`src/sac_pkg.sv`:
```
`default_nettype none
package sac_pkg;

    ////////////////////////////////////////////////////////////////////////
    // register bus request, one cycle per access
    typedef struct packed {
        logic [3:0] addr;
        logic [7:0] wdata;
        logic       wr;
        logic       rd;
    } sac_bus_req_t;

    ////////////////////////////////////////////////////////////////////////
    // register indices
    localparam logic [3:0] REG_SC1   = 4'h0;
    localparam logic [3:0] REG_SC2   = 4'h1;
    localparam logic [3:0] REG_RH    = 4'h2;
    localparam logic [3:0] REG_RL    = 4'h3;
    localparam logic [3:0] REG_CVH   = 4'h4;
    localparam logic [3:0] REG_CVL   = 4'h5;
    localparam logic [3:0] REG_CFG   = 4'h6;
    localparam logic [3:0] REG_PINL  = 4'h7;
    localparam logic [3:0] REG_PINM  = 4'h8;
    localparam logic [3:0] REG_PINH  = 4'h9;

    ////////////////////////////////////////////////////////////////////////
    // field positions
    localparam int SC1_FLAG     = 7;
    localparam int SC1_IEN      = 6;
    localparam int SC1_CONT     = 5;
    localparam int SC2_ACTIVE   = 7;
    localparam int SC2_HWTRIG   = 6;
    localparam int SC2_CMPEN    = 5;
    localparam int SC2_GT       = 4;
    localparam int CFG_LP       = 7;
    localparam int CFG_DIV_LSB  = 5;
    localparam int CFG_LSMP     = 4;
    localparam int CFG_MODE_LSB = 2;
    localparam int CFG_CLK_LSB  = 0;

    ////////////////////////////////////////////////////////////////////////
    // encodings and reset values
    localparam logic [1:0] MODE_10BIT = 2'h2;
    localparam logic [1:0] CLK_BUS    = 2'h0;
    localparam logic [1:0] CLK_BUS2   = 2'h1;
    localparam logic [1:0] CLK_ASYNC  = 2'h3;
    localparam logic [4:0] CHAN_OFF   = 5'h1F;
    localparam logic [6:0] SC1_RESET  = 7'h1F;
    localparam logic [2:0] SC2_RESET  = 3'h0;
    localparam logic [7:0] CFG_RESET  = 8'h00;
    localparam logic [9:0] CV_RESET   = 10'h000;
    localparam logic [23:0] PIN_RESET = 24'h00_0000;

    ////////////////////////////////////////////////////////////////////////
    // timing: bus clock 50 MHz
    localparam int CLK_PERIOD_NS = 20;
    localparam int STARTUP_NS    = 5000;
    localparam logic [7:0] STARTUP_CYC =
        8'(STARTUP_NS / CLK_PERIOD_NS);
    localparam logic [7:0] SETUP_CYC   = 8'h05;
    localparam logic [7:0] BITS_8      = 8'h08;
    localparam logic [7:0] BITS_10     = 8'h0A;
    // total conversion-clock cycles per conversion
    localparam logic [7:0] FIRST_S8    = 8'd20;
    localparam logic [7:0] FIRST_S10   = 8'd23;
    localparam logic [7:0] FIRST_L8    = 8'd40;
    localparam logic [7:0] FIRST_L10   = 8'd43;
    localparam logic [7:0] NEXT_S8     = 8'd17;
    localparam logic [7:0] NEXT_S10    = 8'd20;
    localparam logic [7:0] NEXT_L8     = 8'd37;
    localparam logic [7:0] NEXT_L10    = 8'd40;

    ////////////////////////////////////////////////////////////////////////
    // conversion sequencer
    typedef enum logic [2:0] {
        ST_IDLE,
        ST_WAKE,
        ST_SETUP,
        ST_SAMPLE,
        ST_CONVERT,
        ST_DONE
    } sac_state_t;

endpackage : sac_pkg
`default_nettype wire

```
`src/sac_adc_control.sv`:
```
// The placing of the registers and strobed register access were left to the implementer.
`timescale 1ns/100ps
`default_nettype none
module sac_adc_control (
    input  wire logic                  mclk_in,
    input  wire logic                  reset_in,
    input  wire sac_pkg::sac_bus_req_t bus_req_in,
    output logic [7:0]                 rdata_out,
    input  wire logic                  cmp_in,
    input  wire logic                  hw_trig_in,
    input  wire logic                  alt_clk_in,
    output logic [9:0]                 dac_code_out,
    output logic                       sample_out,
    output logic [4:0]                 channel_out,
    output logic                       active_out,
    output logic                       irq_out,
    output logic [23:0]                pin_analog_out
);
    import sac_pkg::*;

    ////////////////////////////////////////////////////////////////////////
    // address match, shared by write and read decode
    function automatic logic hit(input sac_bus_req_t r,
                                 input logic [3:0] a);
        hit = (r.addr == a);
    endfunction : hit

    // sample-phase length: total conversion clocks less the bit steps
    function automatic logic [7:0] sample_len(input logic first,
                                              input logic lsmp,
                                              input logic ten);
        logic [7:0] total;
        total = FIRST_S8;
        case ({first, lsmp, ten})
            3'b100:  total = FIRST_S8;
            3'b101:  total = FIRST_S10;
            3'b110:  total = FIRST_L8;
            3'b111:  total = FIRST_L10;
            3'b000:  total = NEXT_S8;
            3'b001:  total = NEXT_S10;
            3'b010:  total = NEXT_L8;
            default: total = NEXT_L10;
        endcase
        sample_len = total - (ten ? BITS_10 : BITS_8);
    endfunction : sample_len

    ////////////////////////////////////////////////////////////////////////
    // register state
    logic [6:0]  sc1_ff;      // irq enable, continuous, channel
    logic [2:0]  sc2_ff;      // hw trigger, compare enable, greater
    logic [9:0]  cv_ff;
    logic [7:0]  cfg_ff;
    logic [23:0] pin_ff;
    logic        flag_ff;
    logic [9:0]  result_ff;
    logic [7:0]  rdata_ff;
    logic        irq_ff;

    // sequencer state
    sac_state_t  state_ff;
    logic [7:0]  cnt_ff;
    logic [3:0]  bit_ff;
    logic [9:0]  trial_ff;
    logic [4:0]  chan_ff;
    logic        first_ff;
    logic        ten_ff;
    logic        lsmp_ff;
    logic        samp_ff;
    logic        active_ff;

    // pin synchronisers: 0 comparator, 1 trigger, 2 alternate clock
    logic [2:0][2:0] sync_ff;
    logic [2:0]      stable_ff;
    logic [2:0]      prev_ff;

    // conversion clock generation
    logic        half_ff;
    logic [2:0]  pre_ff;
    logic        conversion_clock_ff;

    ////////////////////////////////////////////////////////////////////////
    // decode
    logic sc1_wr;
    logic res_rd;
    logic sw_start;
    logic hw_start;
    logic trig_rise;
    logic alt_rise;
    logic done_pass;
    logic [9:0] res_val;
    logic [9:0] cmp_val;

    assign sc1_wr  = bus_req_in.wr && hit(bus_req_in, REG_SC1);
    assign res_rd  = bus_req_in.rd && (hit(bus_req_in, REG_RH) ||
                                       hit(bus_req_in, REG_RL));
    assign trig_rise = stable_ff[1] && !prev_ff[1];
    assign alt_rise  = stable_ff[2] && !prev_ff[2];

    // any write starts, even an unchanged value, unless channel is off or hw trigger is selected
    assign sw_start = sc1_wr && !sc2_ff[SC2_HWTRIG] &&
                      (bus_req_in.wdata[4:0] != CHAN_OFF);
    assign hw_start = trig_rise && sc2_ff[SC2_HWTRIG] &&
                      (sc1_ff[4:0] != CHAN_OFF) && (state_ff == ST_IDLE);

    // 8-bit uses the top eight trial bits; compare on the same width
    assign res_val = ten_ff ? trial_ff : {2'h0, trial_ff[9:2]};
    assign cmp_val = ten_ff ? cv_ff : {2'h0, cv_ff[7:0]};
    // compare strictly beyond the stored value in chosen direction
    assign done_pass = (state_ff == ST_DONE) &&
                       (!sc2_ff[SC2_CMPEN] ||
                        (sc2_ff[SC2_GT] ? (res_val > cmp_val)
                                        : (res_val < cmp_val)));

    ////////////////////////////////////////////////////////////////////////
    // three-stage synchronisers; a level counts once stages 2 and 3 agree
    always_ff @(posedge mclk_in) begin
        if (reset_in) begin
            sync_ff   <= '0;
            stable_ff <= 3'h0;
            prev_ff   <= 3'h0;
        end else begin
            for (int i = 0; i < 3; i++) begin
                sync_ff[i] <= {sync_ff[i][1:0],
                               (i == 0) ? cmp_in :
                               (i == 1) ? hw_trig_in : alt_clk_in};
                if (sync_ff[i][1] == sync_ff[i][2]) begin
                    stable_ff[i] <= sync_ff[i][2];
                end
            end
            prev_ff <= stable_ff;
        end
    end

    ////////////////////////////////////////////////////////////////////////
    // conversion clock: source pick, then divide by 1, 2, 4 or 8.
    // the alternate sources are sampled pins, so they must run well
    // below the bus clock to be seen at all.
    always_ff @(posedge mclk_in) begin
        if (reset_in) begin
            half_ff <= 1'b0;
            pre_ff  <= 3'h0;
            conversion_clock_ff <= 1'b0;
        end else begin
            logic       src;
            logic [1:0] dv;
            logic [2:0] top;
            half_ff <= !half_ff;
            case (cfg_ff[CFG_CLK_LSB +: 2])
                CLK_BUS:  src = 1'b1;
                CLK_BUS2: src = half_ff;
                default:  src = alt_rise;
            endcase
            dv = cfg_ff[CFG_DIV_LSB +: 2];
            // low power never runs undivided: caps the top speed
            if (cfg_ff[CFG_LP] && (dv == 2'h0)) begin
                dv = 2'h1;
            end
            top = 3'((4'h1 << dv) - 4'h1);
            conversion_clock_ff <= 1'b0;
            if (state_ff == ST_IDLE) begin
                pre_ff <= 3'h0;
            end else if (src) begin
                if (pre_ff >= top) begin
                    pre_ff  <= 3'h0;
                    conversion_clock_ff <= 1'b1;
                end else begin
                    pre_ff <= pre_ff + 3'h1;
                end
            end
        end
    end

    ////////////////////////////////////////////////////////////////////////
    // software-written registers
    always_ff @(posedge mclk_in) begin
        if (reset_in) begin
            sc1_ff <= SC1_RESET;
            sc2_ff <= SC2_RESET;
            cv_ff  <= CV_RESET;
            cfg_ff <= CFG_RESET;
            pin_ff <= PIN_RESET;
        end else if (bus_req_in.wr) begin
            case (bus_req_in.addr)
                REG_SC1:  sc1_ff <= bus_req_in.wdata[6:0];
                REG_SC2:  sc2_ff <= bus_req_in.wdata[6:4];
                REG_CVH:  cv_ff[9:8] <= bus_req_in.wdata[1:0];
                REG_CVL:  cv_ff[7:0] <= bus_req_in.wdata;
                REG_CFG:  cfg_ff <= bus_req_in.wdata;
                REG_PINL: pin_ff[7:0] <= bus_req_in.wdata;
                REG_PINM: pin_ff[15:8] <= bus_req_in.wdata;
                REG_PINH: pin_ff[23:16] <= bus_req_in.wdata;
                default:  ;
            endcase
        end
    end

    ////////////////////////////////////////////////////////////////////////
    // sequencer: wake, bus setup, sample, bit steps, done
    always_ff @(posedge mclk_in) begin
        if (reset_in) begin
            state_ff  <= ST_IDLE;
            cnt_ff    <= 8'h00;
            bit_ff    <= 4'h0;
            trial_ff  <= 10'h000;
            chan_ff   <= CHAN_OFF;
            first_ff  <= 1'b0;
            ten_ff    <= 1'b0;
            lsmp_ff   <= 1'b0;
            samp_ff   <= 1'b0;
            active_ff <= 1'b0;
        end else if (sw_start || hw_start) begin
            // channel and mode are taken here and again at each continuous restart
            chan_ff   <= sw_start ? bus_req_in.wdata[4:0]
                                  : sc1_ff[4:0];
            ten_ff    <= (cfg_ff[CFG_MODE_LSB +: 2] == MODE_10BIT);
            lsmp_ff   <= cfg_ff[CFG_LSMP];
            first_ff  <= 1'b1;
            samp_ff   <= 1'b0;
            active_ff <= 1'b1;
            if (cfg_ff[CFG_CLK_LSB +: 2] == CLK_ASYNC) begin
                state_ff <= ST_WAKE;
                cnt_ff   <= STARTUP_CYC - 8'h01;
            end else begin
                state_ff <= ST_SETUP;
                cnt_ff   <= SETUP_CYC - 8'h01;
            end
        end else if (sc1_wr) begin
            // a write that does not start aborts the conversion
            state_ff  <= ST_IDLE;
            samp_ff   <= 1'b0;
            active_ff <= 1'b0;
        end else begin
            case (state_ff)
                ST_WAKE: begin
                    if (cnt_ff == 8'h00) begin
                        state_ff <= ST_SETUP;
                        cnt_ff   <= SETUP_CYC - 8'h01;
                    end else begin
                        cnt_ff <= cnt_ff - 8'h01;
                    end
                end
                ST_SETUP: begin
                    if (cnt_ff == 8'h00) begin
                        state_ff <= ST_SAMPLE;
                        samp_ff  <= 1'b1;
                        cnt_ff   <= sample_len(first_ff, lsmp_ff,
                                               ten_ff) - 8'h01;
                    end else begin
                        cnt_ff <= cnt_ff - 8'h01;
                    end
                end
                ST_SAMPLE: begin
                    if (conversion_clock_ff) begin
                        if (cnt_ff == 8'h00) begin
                            state_ff <= ST_CONVERT;
                            samp_ff  <= 1'b0;
                            trial_ff <= 10'h200;
                            bit_ff   <= 4'h9;
                        end else begin
                            cnt_ff <= cnt_ff - 8'h01;
                        end
                    end
                end
                ST_CONVERT: begin
                    // one decision per conversion clock, msb first
                    if (conversion_clock_ff) begin
                        if (!stable_ff[0]) begin
                            trial_ff[bit_ff] <= 1'b0;
                        end
                        if (bit_ff == (ten_ff ? 4'h0 : 4'h2)) begin
                            state_ff <= ST_DONE;
                        end else begin
                            bit_ff <= bit_ff - 4'h1;
                            trial_ff[bit_ff - 4'h1] <= 1'b1;
                        end
                    end
                end
                ST_DONE: begin
                    if (sc1_ff[SC1_CONT]) begin
                        state_ff <= ST_SAMPLE;
                        samp_ff  <= 1'b1;
                        first_ff <= 1'b0;
                        chan_ff  <= sc1_ff[4:0];
                        ten_ff   <= (cfg_ff[CFG_MODE_LSB +: 2] ==
                                     MODE_10BIT);
                        lsmp_ff  <= cfg_ff[CFG_LSMP];
                        cnt_ff   <= sample_len(1'b0,
                                               cfg_ff[CFG_LSMP],
                                               cfg_ff[CFG_MODE_LSB +: 2]
                                               == MODE_10BIT) - 8'h01;
                    end else begin
                        state_ff  <= ST_IDLE;
                        active_ff <= 1'b0;
                    end
                end
                default: begin
                    state_ff <= ST_IDLE;
                end
            endcase
        end
    end

    ////////////////////////////////////////////////////////////////////////
    // result: kept only for conversions that pass the compare
    always_ff @(posedge mclk_in) begin
        if (reset_in) begin
            result_ff <= 10'h000;
        end else if (done_pass) begin
            result_ff <= res_val;
        end
    end

    // completion flag: a set in the same cycle as a clear wins
    always_ff @(posedge mclk_in) begin
        if (reset_in) begin
            flag_ff <= 1'b0;
        end else if (done_pass) begin
            flag_ff <= 1'b1;
        end else if (res_rd || sc1_wr) begin
            flag_ff <= 1'b0;
        end
    end

    // interrupt request follows the flag one cycle later, gated by the irq enable
    always_ff @(posedge mclk_in) begin
        if (reset_in) begin
            irq_ff <= 1'b0;
        end else begin
            irq_ff <= flag_ff && sc1_ff[SC1_IEN];
        end
    end

    ////////////////////////////////////////////////////////////////////////
    // read data: valid only in the cycle after the strobe
    always_ff @(posedge mclk_in) begin
        if (reset_in) begin
            rdata_ff <= 8'h00;
        end else if (bus_req_in.rd) begin
            case (bus_req_in.addr)
                REG_SC1:  rdata_ff <= {flag_ff, sc1_ff};
                REG_SC2:  rdata_ff <= {active_ff, sc2_ff, 4'h0};
                REG_RH:   rdata_ff <= {6'h00, result_ff[9:8]};
                REG_RL:   rdata_ff <= result_ff[7:0];
                REG_CVH:  rdata_ff <= {6'h00, cv_ff[9:8]};
                REG_CVL:  rdata_ff <= cv_ff[7:0];
                REG_CFG:  rdata_ff <= cfg_ff;
                REG_PINL: rdata_ff <= pin_ff[7:0];
                REG_PINM: rdata_ff <= pin_ff[15:8];
                REG_PINH: rdata_ff <= pin_ff[23:16];
                default:  rdata_ff <= 8'h00;
            endcase
        end else begin
            rdata_ff <= 8'h00;
        end
    end

    ////////////////////////////////////////////////////////////////////////
    // outputs, each straight from a flop
    assign rdata_out      = rdata_ff;
    assign dac_code_out   = trial_ff;
    assign sample_out     = samp_ff;
    assign channel_out    = chan_ff;
    assign active_out     = active_ff;
    assign irq_out        = irq_ff;
    assign pin_analog_out = pin_ff;

endmodule : sac_adc_control
`default_nettype wire

```
`config.mk`:
```
export PLATFORM = sky130hd
export DESIGN_NAME = sac_adc_control
export DESIGN_NICKNAME = d
export VERILOG_FILES = /design/src/sac_pkg.sv /design/src/sac_adc_control.sv
export SDC_FILE = /design/constraint.sdc
export NUM_CORES = 1
export LEC_CHECK = 0
export ABC_CLOCK_PERIOD_IN_PS = 2400
export BUFFER_PORTS_ARGS = -buffer_cell sky130_fd_sc_hd__buf_2
export CAP_MARGIN = 10
export CELL_PAD_IN_SITES_DETAIL_PLACEMENT = 0
export CELL_PAD_IN_SITES_GLOBAL_PLACEMENT = 1
export CORE_UTILIZATION = 30
export CTS_CLUSTER_SIZE = 12
export DETAILED_ROUTE_END_ITERATION = 6
export PLACE_DENSITY = 0.71
export SYNTH_ARGS = -nofsm -noshare
export SYNTH_HDL_FRONTEND = slang
export SYNTH_SLANG_ARGS = --single-unit
```
`constraint.sdc`:
```
create_clock -name mclk_in -period 2.4 [get_ports mclk_in]
set_clock_uncertainty 0.15 [all_clocks]
set_input_delay 0.24 -clock mclk_in [delete_from_list [all_inputs] [get_ports mclk_in]]
set_output_delay 0.24 -clock mclk_in [all_outputs]
set_load 0.01 [all_outputs]
```
Word-level counts from Yosys, hierarchy flattened
Index checks and enable logic that the tools add are counted.
{"block": "op_classes", "n_addsub": 8, "order_cmp": 5, "n_mux": 61, "shift": 1, "n_eq_ne": 33, "mul": 0, "n_reduce_logical": 40, "div": 0, "n_bitwise": 6}
{"cell": "8-bit two-way mux", "count": 13}
{"cell": "10-bit two-way mux", "count": 10}
{"cell": "8-bit one-hot mux with 10 select lines", "count": 1}
{"cell": "6-bit one-hot mux with 3 select lines", "count": 2}
{"cell": "8-bit one-hot mux with 4 select lines", "count": 1}
{"cell": "8-bit by 1-bit subtractor with 8-bit output, second input constant", "count": 3}
{"cell": "3-bit two-way mux", "count": 7}
{"cell": "10-bit one-hot mux with 2 select lines", "count": 1}
{"cell": "2-bit != test, second input constant", "count": 9}
{"cell": "4-bit by 3-bit == test with 1-bit output, second input constant", "count": 4}
{"cell": "4-bit two-way mux", "count": 4}
{"cell": "2-bit AND reduction", "count": 8}
{"cell": "8-bit by 4-bit subtractor with 8-bit output", "count": 2}
{"cell": "3-bit one-hot mux with 5 select lines", "count": 1}
{"cell": "5-bit AND reduction", "count": 3}
{"cell": "2-bit two-way mux", "count": 6}
{"cell": "6-bit AND reduction", "count": 2}
{"cell": "10-bit AND", "count": 1}
{"cell": "4-bit by 5-bit less-than comparator with 1-bit output, second input constant", "count": 2}
{"cell": "1-bit two-way mux", "count": 10}
{"cell": "10-bit inverter", "count": 1}
{"cell": "10-bit OR", "count": 1}
{"cell": "1-bit demux with 4-bit select", "count": 2}
{"cell": "4-bit by 2-bit == test with 1-bit output, second input constant", "count": 2}
{"cell": "32 further kinds", "count": 58}
{"block": "word_totals", "latchBits": 0, "register_bits": 125, "romBits": 0, "mem_count": 0, "ramBits": 0}

Longest topological paths before layout
{"block": "depth", "ltp_word": 15, "depth_mapped": 12}

Worst setup path after synthesis
OpenSTA, ideal clock, no wires.
{"block": "synth_path", "path_kind": "reg-to-reg", "from": "register ten_ff", "to": "register cnt_ff[1]", "arrival_ns": 2.331, "slack_ns": -0.201, "required_ns": 2.130, "path_stages_with_launch": 12, "synth_period_minus_slack_ns": 2.601, "setup_time_ns": 0.120, "cell_sequence": "dfxtp_1 clkbuf_1 buf_1 inv_1 ha_1 nor2_1 nor2_1 ha_1 nand3_1 o21ai_0 a22o_1 o31a_1"}
{"block": "synth_via", "elab_chain_len": 10, "elab_cells_between_ends": 13, "cone_classes": "2 x add/sub; 2 x eq/ne; 8 x mux; 1 x reduce/logical"}
{"element": "from (decl)", "line": "sac_adc_control.sv:66", "text": "logic ten_ff;"}
{"element": "from (signal assigned)", "line": "sac_adc_control.sv:215", "text": "ten_ff <= (cfg_ff[CFG_MODE_LSB +: 2] == MODE_10BIT);"}
{"element": "from (signal assigned)", "line": "sac_adc_control.sv:284", "text": "ten_ff <= (cfg_ff[CFG_MODE_LSB +: 2] =="}
{"element": "2-bit == test (tied with other cells)", "line": "sac_adc_control.sv:34", "text": "case ({first, lsmp, ten})"}
{"element": "6-bit one-hot mux with 3 select lines", "line": "sac_adc_control.sv:34"}
{"element": "8-bit two-way mux", "line": "sac_adc_control.sv:243", "text": "if (cnt_ff == 8'h00) begin"}
{"element": "8-bit two-way mux", "line": "sac_adc_control.sv:233", "text": "case (state_ff)"}
{"element": "8-bit two-way mux", "line": "sac_adc_control.sv:227", "text": "end else if (sc1_wr) begin"}
{"element": "8-bit two-way mux", "line": "sac_adc_control.sv:200", "text": "if (reset_in) begin"}
{"element": "8-bit by 4-bit subtractor with 8-bit output *", "line": "sac_adc_control.sv:44", "text": "sample_len = total - (ten ? BITS_10 : BITS_8);"}
{"element": "8-bit by 1-bit subtractor with 8-bit output *", "line": "sac_adc_control.sv:247", "text": "ten_ff) - 8'h01;"}
{"element": "8-bit two-way mux *", "line": "sac_adc_control.sv:243"}
{"element": "8-bit one-hot mux with 4 select lines *", "line": "sac_adc_control.sv:233"}
{"element": "to (signal assigned)", "line": "sac_adc_control.sv:237", "text": "cnt_ff <= SETUP_CYC - 8'h01;"}
{"element": "to (signal assigned)", "line": "sac_adc_control.sv:246", "text": "cnt_ff <= sample_len(first_ff, lsmp_ff,"}
{"element": "to (signal assigned)", "line": "sac_adc_control.sv:249", "text": "cnt_ff <= cnt_ff - 8'h01;"}
{"element": "to (decl)", "line": "sac_adc_control.sv:61", "text": "logic [7:0] cnt_ff;"}
Mark *: on every way between the ends. The rest lies on a longest branch, timed or not. The select of a mux whose other input is x is not followed.
A chain may end at the register's enable or synchronous reset.

Worst setup path after layout
{"block": "layout_path", "from": "register cnt_ff[0]", "to": "register trial_ff[2] (netlist: dac_code_out[2])"}
{"block": "layout_via", "elab_chain_len": 3}
{"element": "from (signal assigned)", "line": "sac_adc_control.sv:222", "text": "cnt_ff <= STARTUP_CYC - 8'h01;"}
{"element": "from (signal assigned)", "line": "sac_adc_control.sv:225", "text": "cnt_ff <= SETUP_CYC - 8'h01;"}
{"element": "from (signal assigned)", "line": "sac_adc_control.sv:237"}
{"element": "8-bit logical NOT", "line": "sac_adc_control.sv:254", "text": "if (cnt_ff == 8'h00) begin"}
{"element": "2-bit != test (no source line)"}
{"element": "5-bit AND reduction (no source line)"}
{"element": "to (signal assigned)", "line": "sac_adc_control.sv:257", "text": "trial_ff <= 10'h200;"}
{"element": "to (signal, indexed assignment)", "line": "sac_adc_control.sv:268", "text": "trial_ff[bit_ff] <= 1'b0;"}
{"element": "to (signal, indexed assignment)", "line": "sac_adc_control.sv:274", "text": "trial_ff[bit_ff - 4'h1] <= 1'b1;"}
{"element": "to (decl)", "line": "sac_adc_control.sv:63", "text": "logic [9:0] trial_ff;"}
Every way passes these cells.

==> flow_metrics.tcl <==
set metrics [dict create \
    drtAntennaViolNets 0 \
    most-common-layout-cells "dfxtp_1, nand2_1, buf_2, nor2_1, a21oi_1" \
    dp_hpwl_um 12880 \
    finalMaxSlewViolations 0 \
    ios 69 \
    dieHeight_um 143.7 \
    arrival_ps 2440 \
    gp_congestion 0.8134 \
    ff2ff_setup_slack_ps 110 \
    rows 51 \
    grt_overflow_total 0 \
    vias_per_cell 5.108 \
    route.detailed.wl_per_inst_um 16.38 \
    numClockSinks 119 \
    final_cell_area_um2 7545 \
    synth_fp_nets 756 \
    cts_buffers 17 \
    ir_drop_mv 0.5346 \
    track_usage_pct 17.74 \
    whs_path_depth 3 \
    cts_root_buf "clkbuf_16" \
    max_freq_ghz 0.4366 \
    crit_type "flip-flop to flip-flop" \
    drv_cap 0 \
    wl_met2_um 8149 \
    reg2reg_from "cnt_ff[0]" \
    critPathCapture "dac_code_out[2]" \
    critPathLaunch "cnt_ff[0]" \
    tightestPinTransition_ps 554.3 \
    ys_types 72 \
    grt_pass1_vias 5148 \
    cts_max_path_buffers 2 \
    finalWorstPathRequiredPeriod_ps 2290 \
    p_leak_nw 2.840 \
    area_growth_pct 25.34 \
    grt_max_degree 46 \
    cts.clk_slew.worst_paths_ps 50 \
    post_cts_buffers 0 \
    synthesis.area_um2 6020 \
    rr_worst_depth 7 \
    finalCritPeriodShare_pct 95.44 \
    dr.pass1.iters 5 \
    routed-wl-met3_um 770 \
    layout-drive-gt1-share_pct 22.14 \
    synthCells 716 \
    crit_required_ps 2550 \
    status "finished, final reports clean" \
    start_kind "flip-flop" \
    avgSynthCellArea_um2 8.407 \
    drtIter0Drc 488 \
    route.detailed.drc 0 \
    ys.flop_type "dfxtp_1" \
    fillers 2043 \
    final_common_cell "dfxtp_1" \
    routed.top_layer "met4" \
    cp-end-kind "flip-flop" \
    setup_viol 0 \
    vias 5552 \
    hold_viol 0 \
    start_util_pct 30.73 \
    port_buffers 66 \
    die_w_um 143.7 \
    diodes 0 \
    whs_ps 11.46 \
    grt_pass1_wl_um 27840 \
    synth-warning-count 0 \
    clk_latency_ps 410 \
    cts_htree_levels 4 \
    synthArstFlopShare_pct 0 \
    p_per_area_nw_per_um2 624.5 \
    ys_seq_elements 119 \
    holdCritPathClass "input port to flip-flop" \
    drt_wl_total_um 17810 \
    fp.coreArea_um2 19590 \
    ys_seq_area_share_pct 39.58 \
    rr_endpoint "dac_code_out[2]" \
    crit_fanout 6 \
    wl_met1_um 8694 \
    maxSlewHeadroom_pct 62.97 \
    cts_tree "built" \
    synth-edff-count 0 \
    final_nets 851 \
    antenna_found_initial 0 \
    dieArea_um2 20640 \
    placed_area_um2 6910 \
]
==> stage by stage <==
stage	std cells	setup WS, ps	power [W]	util [%]	TNS [ps]
after floorplan	716	45.12	0.002169	-	0
after global placement	1053	60.69	0.002263	35.28	0
after detailed placement	1053	65.93	0.002264	35.28	0
after CTS	1087	47.80	0.004756	38.40	0
after global routing	1087	-65.62	0.004854	38.51	-122.5
final	1087	109.5	0.004712	38.51	0
==> worst max-delay path, cell delays in order, from the launching register on <==
cell and delay (ps):
dfxtp_1 320, inv_1 80, ha_2 180, or3b_4 380, or3_4 450, a21oi_4 220, nand3_1 110, a32o_1 280
==> cells in the mapped netlist, drive strengths merged (7+ instances only) <==
master | instances | share of area [%]
dfxtp | 119 | 40
o22ai | 9 | 0.94
nand3b | 8 | 1.0
nand2b | 14 | 1.5
nor2 | 65 | 4.1
ha | 21 | 4.4
or3 | 9 | 1.1
mux2 | 7 | 1.3
nand2 | 76 | 4.7
buf | 11 | 0.98
nor3b | 7 | 0.96
a211oi | 14 | 1.7
a22oi | 10 | 1.2
nand3 | 47 | 3.9
inv | 14 | 0.87
a21oi | 61 | 5.3
a31oi | 7 | 0.73
mux2i | 35 | 5.8
nor3 | 18 | 1.6
nor2b | 23 | 2.4
clkbuf | 39 | 2.5
o21ai | 20 | 1.7
==> state kept, by name (all words and copies together), names as in the netlist, 2 cells and up <==
| register | count |
|---|---|
| cv_ff | 10 |
| dac_code_out | 10 |
| cfg_ff | 8 |
| channel_out | 5 |
| rdata_out | 8 |
| pre_ff | 3 |
| state_ff | 3 |
| bit_ff | 4 |
| result_ff | 10 |
| sc1_ff | 7 |
| stable_ff | 2 |
| cnt_ff | 8 |
| sync_ff | 6 |
| sc2_ff | 3 |
| pin_analog_out | 24 |
==> routing by layer <==
metal | vias up | GRT usage (%)
met4 | 0 | 6.719
met5 | - | 0
met3 | 16 | 3.466
met2 | 135 | 26.37
met1 | 2630 | 25.09
li1 | 2771 | -
==> worst min path at each step <==
stage             startpoint                  to  slack (ps)
6_report       bus_req_in[5]  pin_analog_out[19]          10
5_1_grt        bus_req_in[5]  pin_analog_out[11]          20
4_1_cts        bus_req_in[5]  pin_analog_out[19]           4
3_5_place_dp         half_ff             half_ff         250
3_3_place_gp         half_ff             half_ff         260
2_1_floorplan  bus_req_in[4]           sc1_ff[2]         210
==> layout make-up <==
cell class / instances / area [um2] / area share, %
multi-input cells: 533 / 3400 / 45.06
flip-flops and latches: 119 / 2382 / 31.58
repair buffers: 126 / 805.8 / 10.68
clock buffers: 22 / 474.2 / 6.285
well taps: 265 / 331.6 / 4.395
clock inverters: 8 / 98.84 / 1.310
inverters: 14 / 52.55 / 0.6965
==> kinds of logic after synthesis <==
kind of cell | after synthesis | synth area share (%)
DFF | 119 | 39.58
buffers and inverters | 64 | 4.303
other | 1 | 0.06230
adders and majority gates | 21 | 4.365
xor gates and xnor gates | 6 | 0.8732
AOI/OAI and AO/OA | 176 | 20.14
and+or+nand+nor | 287 | 23.55
muxes | 42 | 7.130
==> report_power, final <==
part | switching [W] | leakage, nW | total, W | internal, W
registers | 0.0000123 | 0.961 | 0.00201 | 0.00200
logic | 0.000146 | 1.60 | 0.000221 | 0.0000751
clock network | 0.000891 | 0.278 | 0.00248 | 0.00159
total | 0.00105 | 2.84 | 0.00471 | 0.00366
==> what timing repair did <==
| item | in CTS | in global routing |
|---|---|---|
| setup endpoints to repair | 0 | 9 |
| hold endpoints to repair | 7 | 0 |
| gates resized for setup | 0 | 6 |
| hold buffers | 4 | 0 |
Power figures use the tool's default switching activity.
